===== src/fsap_pkg.sv =====
`default_nettype none
package fsap_pkg;
  // --------------------------------------------------
  // protection levels and option defaults
  // --------------------------------------------------
  localparam logic [1:0] LVL_0 = 2'h0;
  localparam logic [1:0] LVL_05 = 2'h1;
  localparam logic [1:0] LVL_1 = 2'h2;
  localparam logic [1:0] LVL_2 = 2'h3;
  localparam logic [1:0] LEVEL_RST = LVL_0;
  localparam logic SEC_EXT_RST = 1'b1;
  // --------------------------------------------------
  // memory geometry
  // --------------------------------------------------
  localparam int OFS_W = 20;
  localparam int PG_W = 7;
  localparam int ROW_W = 5;
  localparam int PAGE_LSB = 13;
  localparam int BLK_LSB = 9;
  localparam int ROW_LSB = 4;
  localparam int ATTR_GRPS = 6;
  localparam logic [2:0] G_FSEC = 3'h0;
  localparam logic [2:0] G_FPRIV = 3'h1;
  localparam logic [2:0] G_S1SEC = 3'h2;
  localparam logic [2:0] G_S1PRIV = 3'h3;
  localparam logic [2:0] G_S2SEC = 3'h4;
  localparam logic [2:0] G_S2PRIV = 3'h5;
  // --------------------------------------------------
  // register map and fields
  // --------------------------------------------------
  localparam logic [7:0] A_CTRL = 8'h00;
  localparam logic [7:0] A_PEND = 8'h04;
  localparam logic [7:0] A_CUR = 8'h08;
  localparam logic [7:0] A_STAT = 8'h0c;
  localparam logic [7:0] A_MASK = 8'h10;
  localparam logic [7:0] A_ECC = 8'h14;
  localparam logic [7:0] A_OTP = 8'h18;
  localparam logic [3:0] GRP_BASE = 4'h2;
  localparam logic [3:0] GRP_LAST = 4'h7;
  localparam int CTRL_PROG = 0;
  localparam int CTRL_HIDE = 1;
  localparam int P_LVL = 0;
  localparam int P_TZ = 2;
  localparam int P_WMS = 8;
  localparam int P_WME = 16;
  localparam int P_HIDE = 24;
  localparam int C_HDPACT = 3;
  localparam int C_ERASE = 4;
  localparam int STAT_W = 5;
  localparam int STAT_ECC1 = 0;
  localparam int STAT_ECC2 = 1;
  localparam int STAT_DENY = 2;
  localparam int STAT_OPTERR = 3;
  localparam int STAT_OPTDONE = 4;
  localparam logic [1:0] RESP_OK = 2'h0;
  localparam logic [1:0] RESP_SLVERR = 2'h2;
  // --------------------------------------------------
  // types
  // --------------------------------------------------
  typedef enum logic [2:0] {RG_MAIN, RG_SYS, RG_OPT, RG_OTP, RG_BKP, RG_SRAM1,
    RG_PSRAM} fsap_region_t;
  typedef enum logic [1:0] {K_READ, K_WRITE, K_ERASE, K_FETCH} fsap_kind_t;
  typedef enum logic {FS_IDLE, FS_ERASE} fsap_fsm_t;
  typedef struct packed {
    logic valid;
    fsap_region_t region;
    fsap_kind_t kind;
    logic [OFS_W-1:0] offset;
    logic secure;
    logic priv;
    logic debug;
  } fsap_req_t;
  typedef struct packed {
    logic done;
    logic err;
  } fsap_rsp_t;
  typedef struct packed {
    fsap_fsm_t fsm;
    logic awready, wready, bvalid, arready, rvalid, aw_held, w_held;
    logic [1:0] bresp, rresp;
    logic [7:0] awaddr;
    logic [31:0] wdata, rdata, pend, ecc_addr, otp_lock;
    logic [3:0] wstrb;
    logic [1:0] level;
    logic sec_ext, hide_act;
    logic [PG_W-1:0] wm_s, wm_e, hide_len;
    logic [STAT_W-1:0] status, mask;
    logic [ATTR_GRPS-1:0][3:0][31:0] attr;
    fsap_rsp_t rsp;
    logic erase_flash, erase_sram, clear_bkp, irq, dbg_en;
  } fsap_state_t;
endpackage : fsap_pkg
`default_nettype wire


===== src/fsap_top.sv =====
// Functional notes
// level 2 disables debug, RAM boot and loader boot; debug accesses refused.
// system memory is read-only; writes and erases always refused.
// option bytes change only via register program start; direct writes refused.
// regression from level 1 to 0 erases the whole main flash first.
// each OTP row programs once; later writes to it are refused.
// regression 1 to 0 or 0.5 clears all backup registers.
// regression 1 to 0 or 0.5 erases every SRAM.
// at level 0.5 debug access follows target and requester security.
// ECC corrects single, detects double errors, records failing address.
// with security extension on, all flash pages secure after reset.
// watermark secure flash area refuses any non-secure access.
// activated hidden area refuses read, write, fetch until reset.
// per-page flash security attribute, software writable at run time.
// per-page flash privilege attribute refuses unprivileged access.
// SRAMs secure after reset; 512-byte blocks marked secure by software.
// per-block SRAM privilege attribute refuses unprivileged access.
// flash has 128 pages of 8 Kbytes; page is the attribute unit.
// level 0.5 only selectable with the security extension enabled.
// refused access ends with error response and leaves memory unchanged.
`timescale 1ns/1ps
`default_nettype none
module fsap_top import fsap_pkg::*; (
  input wire logic aclk,
  input wire logic aresetn,
  input wire logic [7:0] s_axi_awaddr,
  input wire logic s_axi_awvalid,
  output var logic s_axi_awready,
  input wire logic [31:0] s_axi_wdata,
  input wire logic [3:0] s_axi_wstrb,
  input wire logic s_axi_wvalid,
  output var logic s_axi_wready,
  output var logic [1:0] s_axi_bresp,
  output var logic s_axi_bvalid,
  input wire logic s_axi_bready,
  input wire logic [7:0] s_axi_araddr,
  input wire logic s_axi_arvalid,
  output var logic s_axi_arready,
  output var logic [31:0] s_axi_rdata,
  output var logic [1:0] s_axi_rresp,
  output var logic s_axi_rvalid,
  input wire logic s_axi_rready,
  input wire fsap_req_t acc_req,
  output var fsap_rsp_t acc_rsp,
  input wire logic ecc_single,
  input wire logic ecc_double,
  input wire logic [31:0] ecc_addr_in,
  input wire logic flash_erase_done,
  output var logic erase_flash,
  output var logic erase_sram,
  output var logic clear_backup,
  output var logic debug_enable,
  output var logic irq
);
  // --------------------------------------------------
  // helpers
  // --------------------------------------------------
  function automatic logic fsap_mapped(input logic [7:0] a);
    fsap_mapped = (a[1:0] == 2'h0) && ((a <= A_OTP) ||
      ((a[7:4] >= GRP_BASE) && (a[7:4] <= GRP_LAST)));
  endfunction : fsap_mapped

  function automatic logic fsap_in_span(input logic [PG_W:0] p, input logic [PG_W:0] lo,
                                        input logic [PG_W:0] hi);
    fsap_in_span = (p >= lo) && (p < hi);
  endfunction : fsap_in_span

  function automatic logic fsap_attr(input fsap_state_t s, input logic [2:0] g,
                                     input logic [PG_W-1:0] i);
    fsap_attr = s.attr[g][i[6:5]][i[4:0]];
  endfunction : fsap_attr

  function automatic logic [31:0] fsap_merge(input logic [31:0] old, input logic [31:0] d,
                                             input logic [3:0] be);
    fsap_merge = old;
    for (int b = 0; b < 4; b++) begin
      if (be[b]) begin
        fsap_merge[b*8 +: 8] = d[b*8 +: 8];
      end
    end
  endfunction : fsap_merge

  fsap_state_t st_reg, st_next;
  logic [PG_W-1:0] pg, blk;
  logic [ROW_W-1:0] row;
  logic in_wm, in_hide, deny, wr_go, prog_req, opt_ok, regress, apply;
  logic [1:0] new_lvl;
  logic [2:0] wg, rg;

  assign pg = acc_req.offset[PAGE_LSB +: PG_W];
  assign blk = acc_req.offset[BLK_LSB +: PG_W];
  assign row = acc_req.offset[ROW_LSB +: ROW_W];
  assign in_wm = fsap_in_span({1'b0, pg}, {1'b0, st_reg.wm_s},
    {1'b0, st_reg.wm_e} + 8'h01);
  assign in_hide = fsap_in_span({1'b0, pg}, {1'b0, st_reg.wm_s},
    {1'b0, st_reg.wm_s} + {1'b0, st_reg.hide_len});
  assign wr_go = st_reg.aw_held && st_reg.w_held && !st_reg.bvalid;
  assign prog_req = wr_go && (st_reg.awaddr == A_CTRL) && st_reg.wstrb[0] &&
    st_reg.wdata[CTRL_PROG];
  assign new_lvl = st_reg.pend[P_LVL +: 2];
  // level 2 cannot be left: the regression key is not held here
  assign opt_ok = (st_reg.level != LVL_2) && (st_reg.fsm == FS_IDLE) &&
    !((new_lvl == LVL_05) && !st_reg.pend[P_TZ]);
  assign regress = (st_reg.level == LVL_1) && ((new_lvl == LVL_0) || (new_lvl == LVL_05));
  assign wg = 3'(st_reg.awaddr[7:4] - GRP_BASE);
  assign rg = 3'(s_axi_araddr[7:4] - GRP_BASE);

  // --------------------------------------------------
  // access check
  // --------------------------------------------------
  always_comb begin
    deny = 1'b0;
    if (acc_req.debug && ((st_reg.level == LVL_2) || ((st_reg.level == LVL_1) &&
        (acc_req.region inside {RG_MAIN, RG_BKP, RG_PSRAM})))) begin
      deny = 1'b1;
    end
    case (acc_req.region)
      RG_MAIN: begin
        if (st_reg.sec_ext && !acc_req.secure && (fsap_attr(st_reg, G_FSEC, pg) || in_wm)) begin
          deny = 1'b1;
        end
        if (st_reg.sec_ext && st_reg.hide_act && in_hide) begin
          deny = 1'b1;
        end
        if (!acc_req.priv && fsap_attr(st_reg, G_FPRIV, pg)) begin
          deny = 1'b1;
        end
        if ((st_reg.fsm == FS_ERASE) && (acc_req.kind != K_READ)) begin
          deny = 1'b1;
        end
      end
      RG_SYS: begin
        if (acc_req.kind inside {K_WRITE, K_ERASE}) begin
          deny = 1'b1;
        end
      end
      RG_OPT: begin
        if (acc_req.kind != K_READ) begin
          deny = 1'b1;
        end
      end
      RG_OTP: begin
        if ((acc_req.kind == K_ERASE) ||
            ((acc_req.kind == K_WRITE) && st_reg.otp_lock[row])) begin
          deny = 1'b1;
        end
      end
      RG_BKP: begin
        // backup registers count as secure targets for debug accesses while the extension is on
        if (acc_req.debug && st_reg.sec_ext && !acc_req.secure) begin
          deny = 1'b1;
        end
      end
      RG_SRAM1: begin
        if ((st_reg.sec_ext && !acc_req.secure && fsap_attr(st_reg, G_S1SEC, blk)) ||
            (!acc_req.priv && fsap_attr(st_reg, G_S1PRIV, blk))) begin
          deny = 1'b1;
        end
      end
      RG_PSRAM: begin
        if ((st_reg.sec_ext && !acc_req.secure && fsap_attr(st_reg, G_S2SEC, blk)) ||
            (!acc_req.priv && fsap_attr(st_reg, G_S2PRIV, blk))) begin
          deny = 1'b1;
        end
      end
      default: deny = 1'b1;
    endcase
  end

  // --------------------------------------------------
  // next state
  // --------------------------------------------------
  always_comb begin
    st_next = st_reg;
    apply = 1'b0;
    st_next.rsp = '0;
    st_next.erase_flash = 1'b0;
    st_next.erase_sram = 1'b0;
    st_next.clear_bkp = 1'b0;
    if (st_reg.bvalid && s_axi_bready) begin
      st_next.bvalid = 1'b0;
    end
    if (wr_go) begin
      st_next.aw_held = 1'b0;
      st_next.w_held = 1'b0;
      st_next.bvalid = 1'b1;
      st_next.bresp = fsap_mapped(st_reg.awaddr) ? RESP_OK : RESP_SLVERR;
      case (st_reg.awaddr)
        A_CTRL: begin
          if (st_reg.wstrb[0] && st_reg.wdata[CTRL_HIDE]) begin
            st_next.hide_act = 1'b1;
          end
        end
        A_PEND: st_next.pend = fsap_merge(st_reg.pend, st_reg.wdata, st_reg.wstrb);
        A_MASK: st_next.mask = st_reg.wstrb[0] ? st_reg.wdata[STAT_W-1:0] : st_reg.mask;
        default: begin
          if (fsap_mapped(st_reg.awaddr) && (st_reg.awaddr[7:4] >= GRP_BASE)) begin
            st_next.attr[wg][st_reg.awaddr[3:2]] = fsap_merge(
              st_reg.attr[wg][st_reg.awaddr[3:2]], st_reg.wdata, st_reg.wstrb);
          end
        end
      endcase
    end
    if (s_axi_awvalid && st_reg.awready) begin
      st_next.aw_held = 1'b1;
      st_next.awaddr = s_axi_awaddr;
    end
    if (s_axi_wvalid && st_reg.wready) begin
      st_next.w_held = 1'b1;
      st_next.wdata = s_axi_wdata;
      st_next.wstrb = s_axi_wstrb;
    end
    st_next.awready = !st_next.aw_held && !st_next.bvalid;
    st_next.wready = !st_next.w_held && !st_next.bvalid;
    if (st_reg.rvalid && s_axi_rready) begin
      st_next.rvalid = 1'b0;
      st_next.arready = 1'b1;
    end
    // read-to-clear runs before the event sets below, so a same-cycle event survives
    if (s_axi_arvalid && st_reg.arready) begin
      st_next.arready = 1'b0;
      st_next.rvalid = 1'b1;
      st_next.rresp = fsap_mapped(s_axi_araddr) ? RESP_OK : RESP_SLVERR;
      st_next.rdata = '0;
      case (s_axi_araddr)
        A_CTRL: st_next.rdata[CTRL_HIDE] = st_reg.hide_act;
        A_PEND: st_next.rdata = st_reg.pend;
        A_CUR: begin
          st_next.rdata[P_LVL +: 2] = st_reg.level;
          st_next.rdata[P_TZ] = st_reg.sec_ext;
          st_next.rdata[C_HDPACT] = st_reg.hide_act;
          st_next.rdata[C_ERASE] = (st_reg.fsm == FS_ERASE);
          st_next.rdata[P_WMS +: PG_W] = st_reg.wm_s;
          st_next.rdata[P_WME +: PG_W] = st_reg.wm_e;
          st_next.rdata[P_HIDE +: PG_W] = st_reg.hide_len;
        end
        A_STAT: begin
          st_next.rdata[STAT_W-1:0] = st_reg.status;
          st_next.status = '0;
        end
        A_MASK: st_next.rdata[STAT_W-1:0] = st_reg.mask;
        A_ECC: st_next.rdata = st_reg.ecc_addr;
        A_OTP: st_next.rdata = st_reg.otp_lock;
        default: begin
          if (fsap_mapped(s_axi_araddr) && (s_axi_araddr[7:4] >= GRP_BASE)) begin
            st_next.rdata = st_reg.attr[rg][s_axi_araddr[3:2]];
          end
        end
      endcase
    end
    // option programming: only path by which level and areas change
    if (prog_req) begin
      if (!opt_ok) begin
        st_next.status[STAT_OPTERR] = 1'b1;
      end else begin
        if (regress) begin
          st_next.erase_sram = 1'b1;
          st_next.clear_bkp = 1'b1;
        end
        if (regress && (new_lvl == LVL_0)) begin
          st_next.erase_flash = 1'b1;
          st_next.fsm = FS_ERASE;
        end else begin
          apply = 1'b1;
        end
      end
    end
    case (st_reg.fsm)
      FS_IDLE: ;
      FS_ERASE: begin
        if (flash_erase_done) begin
          apply = 1'b1;
          st_next.fsm = FS_IDLE;
        end
      end
      default: st_next.fsm = FS_IDLE;
    endcase
    if (apply) begin
      st_next.level = new_lvl;
      st_next.sec_ext = st_reg.pend[P_TZ];
      st_next.wm_s = st_reg.pend[P_WMS +: PG_W];
      st_next.wm_e = st_reg.pend[P_WME +: PG_W];
      st_next.hide_len = st_reg.pend[P_HIDE +: PG_W];
      st_next.status[STAT_OPTDONE] = 1'b1;
    end
    if (acc_req.valid) begin
      st_next.rsp.done = 1'b1;
      st_next.rsp.err = deny;
      if (deny) begin
        st_next.status[STAT_DENY] = 1'b1;
      end else if ((acc_req.region == RG_OTP) && (acc_req.kind == K_WRITE)) begin
        st_next.otp_lock[row] = 1'b1;
      end
    end
    if (ecc_single) begin
      st_next.status[STAT_ECC1] = 1'b1;
    end
    if (ecc_double) begin
      st_next.status[STAT_ECC2] = 1'b1;
    end
    if (ecc_single || ecc_double) begin
      st_next.ecc_addr = ecc_addr_in;
    end
    st_next.irq = |(st_next.status & st_next.mask);
    st_next.dbg_en = (st_next.level != LVL_2);
  end

  always_ff @(posedge aclk) begin
    if (!aresetn) begin
      st_reg <= '0;
      st_reg.fsm <= FS_IDLE;
      st_reg.awready <= 1'b1;
      st_reg.wready <= 1'b1;
      st_reg.arready <= 1'b1;
      st_reg.level <= LEVEL_RST;
      st_reg.sec_ext <= SEC_EXT_RST;
      st_reg.dbg_en <= (LEVEL_RST != LVL_2);
      st_reg.attr[G_FSEC] <= {128{SEC_EXT_RST}};
      st_reg.attr[G_S1SEC] <= {128{SEC_EXT_RST}};
      st_reg.attr[G_S2SEC] <= {128{SEC_EXT_RST}};
    end else begin
      st_reg <= st_next;
    end
  end

  assign s_axi_awready = st_reg.awready;
  assign s_axi_wready = st_reg.wready;
  assign s_axi_bvalid = st_reg.bvalid;
  assign s_axi_bresp = st_reg.bresp;
  assign s_axi_arready = st_reg.arready;
  assign s_axi_rvalid = st_reg.rvalid;
  assign s_axi_rdata = st_reg.rdata;
  assign s_axi_rresp = st_reg.rresp;
  assign acc_rsp = st_reg.rsp;
  assign erase_flash = st_reg.erase_flash;
  assign erase_sram = st_reg.erase_sram;
  assign clear_backup = st_reg.clear_bkp;
  assign debug_enable = st_reg.dbg_en;
  assign irq = st_reg.irq;

  // --------------------------------------------------
  // checks
  // --------------------------------------------------
  level2_debug_a: assert property (@(posedge aclk) disable iff (!aresetn)
    acc_req.valid && acc_req.debug && (st_reg.level == LVL_2) |=> acc_rsp.err && !debug_enable)
    else $error("debug access granted at level 2");
  sysmem_ro_a: assert property (@(posedge aclk) disable iff (!aresetn)
    acc_req.valid && (acc_req.region == RG_SYS) && (acc_req.kind != K_READ) &&
    (acc_req.kind != K_FETCH) |=> acc_rsp.done && acc_rsp.err)
    else $error("system memory write not refused");
  option_direct_a: assert property (@(posedge aclk) disable iff (!aresetn)
    acc_req.valid && (acc_req.region == RG_OPT) && (acc_req.kind == K_WRITE) |=> acc_rsp.err)
    else $error("direct option write not refused");
  flash_erase_a: assert property (@(posedge aclk) disable iff (!aresetn)
    prog_req && opt_ok && regress && (new_lvl == LVL_0) |=>
    erase_flash && (st_reg.level == LVL_1) ##1 !erase_flash)
    else $error("regression did not erase flash first");
  otp_once_a: assert property (@(posedge aclk) disable iff (!aresetn)
    acc_req.valid && (acc_req.region == RG_OTP) && (acc_req.kind == K_WRITE) &&
    st_reg.otp_lock[row] |=> acc_rsp.err && !$changed(st_reg.otp_lock))
    else $error("otp row written twice");
  wipe_pulse_a: assert property (@(posedge aclk) disable iff (!aresetn)
    prog_req && opt_ok && regress |=> clear_backup && erase_sram)
    else $error("regression without backup and sram wipe");
  ecc_addr_a: assert property (@(posedge aclk) disable iff (!aresetn)
    ecc_double |=> (st_reg.ecc_addr == $past(ecc_addr_in)) && st_reg.status[STAT_ECC2])
    else $error("ecc failure address not recorded");
  hidden_area_a: assert property (@(posedge aclk) disable iff (!aresetn)
    acc_req.valid && (acc_req.region == RG_MAIN) && st_reg.sec_ext && st_reg.hide_act &&
    in_hide |=> acc_rsp.err)
    else $error("hidden area access granted");
  priv_page_a: assert property (@(posedge aclk) disable iff (!aresetn)
    acc_req.valid && (acc_req.region == RG_MAIN) && !acc_req.priv &&
    fsap_attr(st_reg, G_FPRIV, pg) |=> acc_rsp.err)
    else $error("unprivileged page access granted");
  half_level_a: assert property (@(posedge aclk) disable iff (!aresetn)
    prog_req && (new_lvl == LVL_05) && !st_reg.pend[P_TZ] |=>
    $stable(st_reg.level) && st_reg.status[STAT_OPTERR])
    else $error("level 0.5 taken without security extension");
  refuse_resp_a: assert property (@(posedge aclk) disable iff (!aresetn)
    acc_rsp.err |-> acc_rsp.done && st_reg.status[STAT_DENY])
    else $error("refusal without error completion");
endmodule : fsap_top
`default_nettype wire


===== config.mk =====
export PLATFORM = sky130hd
export DESIGN_NAME = fsap_top
export DESIGN_NICKNAME = d
export VERILOG_FILES = /design/src/fsap_pkg.sv /design/src/fsap_top.sv
export SDC_FILE = /design/constraint.sdc
export NUM_CORES = 2
export LEC_CHECK = 0
export BUFFER_PORTS_ARGS = -buffer_cell sky130_fd_sc_hd__buf_2
export CELL_PAD_IN_SITES_DETAIL_PLACEMENT = 0
export CELL_PAD_IN_SITES_GLOBAL_PLACEMENT = 1
export CORE_ASPECT_RATIO = 1.25
export CORE_MARGIN = 4
export CORE_UTILIZATION = 49
export DETAILED_ROUTE_END_ITERATION = 8
export GPL_TIMING_DRIVEN = 1
export PLACE_DENSITY_LB_ADDON = 0.1
export SYNTH_ARGS = -nofsm -noshare
export SYNTH_HDL_FRONTEND = slang
export SYNTH_SLANG_ARGS = --single-unit

===== constraint.sdc =====
create_clock -name aclk -period 4.45 [get_ports aclk]
set_input_delay 0.89 -clock aclk [delete_from_list [all_inputs] [get_ports aclk]]
set_output_delay 0.89 -clock aclk [all_outputs]
set_load 0.02 [all_outputs]

==> summary.md <==
| Metric | Value |
|---|---|
| Status | `completed` |
| Part of the Yosys area used for sequential elements | `35.7%` |
| Slew headroom | `4.67%` |
| Filler cell count | `10200` |
| Critical path's most frequent cell | `mux4_2` |
| Critical Path AT | `4.52 ns` |
| RSZ-0062 raised after global routing | `false` |
| Fin crit share | `87.5%` |
| Grt peak-use layer | `met2` |
| Hold crit path type | `input pin to flip-flop` |
| Register area | `19900 um2` |
| Core ar. | `112000 um2` |
| M2 GR Usage | `60.1%` |
| Setup CP Type | `input pin to flip-flop` |
| Power per cell area | `346 nW/um2` |
| Share of layout cells above drive strength 1 | `17.8%` |
| Combinational power share | `14.6%` |
| Clock Skews | `0.0204 ns` |
| Top cell type's share of synthesized area | `35.7%` |
| Library cells used by synthesis | `70` |
| Die H | `385 um` |
| DP Wirelength | `159000 um` |
| Hold slack | `0.405 ns` |
| Placed cells | `7460` |
| Worst IR drop on VDD | `0.292 mV` |
| Power Internal | `15.4 mW` |
| Syn Inst Count | `6249` |
| Cell family with most CP delay | `compound AO/OA/AOI/OAI gates` |
| Total GRT Usage | `39.4%` |
| Post-Route WL | `240000 um` |
| Finished Layout Cells | `7658` |
| Root buf cell | `clkbuf_16` |
| Worst-Skew Late Latency | `0.73 ns` |
| DR vias/cell | `6.84` |
| Wire length per cell | `31.4 um` |
| # nets final | `6265` |
| Sw Share | `28.4%` |
| Clk network pwr share | `43.2%` |
| Slowest stage delay, CP | `0.54 ns` |
| Multi-input gate area | `32700 um2` |
| Register bit count reported by yosys | `991` |
| Tot Pwr | `21.5 mW` |
| Main synth FF type | `dfxtp_1` |
| Maximum root-to-sink buffer count | `3` |
| Final min period | `3.90 ns` |
| Clk sinks | `991` |
| Layout area overhead | `11.7%` |
| Grt met1 use | `49.9%` |
| EDFF count, synth | `0` |
| CTS tree | `yes` |
| Clock-pin slew on the worst setup and hold paths | `0.06 ns` |
| Pin slew with the least headroom to its limit | `1.42 ns` |
| Initial antenna violation count | `11` |
| Critical Path Fanout Max | `33` |
| Setup bufs post-CTS | `0` |
| Post-route ant nets | `0` |
| Die Wd | `309 um` |
| Register share of total power | `42.3%` |
| Post-Syn Area | `55600 um2` |
| CTS Buf Count | `105` |
| Std cell rows | `137` |
| GR Util met3 | `8.85%` |
| Drt first pass iters | `8` |
| Synth warn | `0` |
| Io pins | `171` |
| Vias after detailed routing | `52400` |
| Syn_area_per_cell | `8.90 um2` |
| Final setup fails | `0` |
| Htree depth | `3` |
| Number of global-route vias before repair | `48100` |
| Largest net degree at the start of global routing | `179` |
| Asr flop ratio synth | `0%` |
| PostCTS Resize Cnt | `0` |
| Final hold violation count | `0` |
| Crit path capture type | `flip-flop` |
| Starting Density | `49.6%` |
| Sw Pwr | `6.11 mW` |
| Crit-path cells | `buf_6 -> buf_4 -> mux4_2 -> mux4_2 -> o22ai_1 -> a311oi_1 -> nor4_1 -> a2111o_1 -> buf_12 -> nand3_1 -> a31o_2` |
| DRC errors left | `0` |
| # hold bufs at CTS | `0` |
| Slowest stage cell, crit path | `nor4_1` |
| Total gr overflow | `0` |
| Max cap viols | `0` |
| Port bufs | `164` |
| Starting DRC count in detailed routing | `7296` |
| Maximum operating frequency | `257 MHz` |
| Worst Path Required | `5.07 ns` |
| Lkg Pwr | `25.2 nW` |
| Die area | `119000 um2` |
| Ranking of synthesized cells by area | `dfxtp_1, mux4_2, mux2i_1` |
| CP bufs+invs | `3` |
| Placer Congestion | `0.984` |
| Final Max Slew Viols | `0` |
| Largest area contributor in the netlist | `dfxtp_1` |
| First-pass GRT wire length | `343000 um` |
| Crit start category | `input pin` |
==> metal layers <==
layer | up-vias | routed length [um]
met4 | 2 | 19500
li1 | 22600 | -
met1 | 25500 | 89600
met5 | - | 9
met3 | 881 | 26000
met2 | 3490 | 105000
==> tightest hold or removal path: stages <==
cell and delay, ns:
buf_2 0.10, nand2_1 0.04, a21oi_1 0.05
==> metrics by stage <==
stage / setup TNS, ns / setup slack [ns] / utilization [%] / instance area [um2]
finish: 0 / 0.554 / 55.4 / 62100
global route: 0 / 0.549 / 55.4 / 62100
CTS: 0 / 0.704 / 55.4 / 62100
detailed placement: -0.0931 / -0.0560 / 52.2 / 58500
global placement: 0 / 0.00570 / 52.2 / 58500
floorplan: 0 / 0.810 / - / 55600
==> power by group through the flow <==
stage | clock (mW) | combinational [mW] | sequential (mW)
finish | 9.28 | 3.14 | 9.09
global route | 9.70 | 3.28 | 9.08
CTS | 9.35 | 3.07 | 9.08
detailed placement | 0 | 3.06 | 9.28
global placement | 0 | 3.04 | 9.28
floorplan | 0 | 1.96 | 9.19
==> cells in the final DEF (no fill, tap or decap), types with 25 or more instances in the layout <==
cell type / n
a21boi_0: 25
o211ai_1: 428
clkbuf_8: 34
nor4_1: 33
a21oi_1: 618
buf_12: 50
buf_2: 156
nor2_1: 853
o21ai_1: 32
mux2i_2: 32
a31oi_1: 33
o22ai_1: 104
o21ai_0: 290
nand2_1: 691
ha_1: 32
a221oi_1: 29
clkbuf_16: 110
mux4_2: 412
o221ai_1: 69
mux2i_1: 407
buf_4: 217
dfxtp_1: 987
a22oi_1: 64
inv_1: 155
==> cell families after synthesis <==
kind of cell,Yosys count,share of synthesized area (%)
AO/OA/AOI/OAI,1752,19.5
XOR/XNOR,11,0.173
adder cells (fa/ha/maj),34,0.779
buffers and inverters,834,6.23
flip-flops,991,35.7
multiplexers,858,24.7
other,1,0.00675
AND/OR/NAND/NOR,1768,12.9
==> Yosys cell counts, types with 58 or more instances <==
library cell and instances:
dfxtp_1 991, nor2_1 855, nand2_1 705, a21oi_1 618, clkbuf_1 504, mux2i_1 439
o211ai_1 428, mux4_2 412, o21ai_0 290, inv_1 156, o22ai_1 104, o221ai_1 69
a22oi_1 64, buf_1 58
==> path summary, 6_finish.rpt <==
kind	start	endpoint	slack [ns]	depth (start not counted)
hold reg to reg	st_reg[884]$_SDFFE_PN0P_	st_reg[884]$_SDFFE_PN0P_	0.45	2
setup reg to reg	st_reg[799]$_SDFFE_PN0N_	irq$_SDFF_PN0_	0.70	18
setup / recovery	acc_req[17]	irq$_SDFF_PN0_	0.55	11
hold / removal	s_axi_wdata[6]	st_reg[948]$_SDFFE_PN0P_	0.41	3
==> cell type report <==
cell class	count	share of cell area, %
tap	1459	2.94
antenna	10	0.0403
timing repair buffer	428	5.61
multi-input combinational	4425	52.7
inverter	157	0.961
clock buffer	166	5.32
sequential	991	32.0
clock inverter	22	0.465
Note: power is estimated with default switching activity, not from simulation.
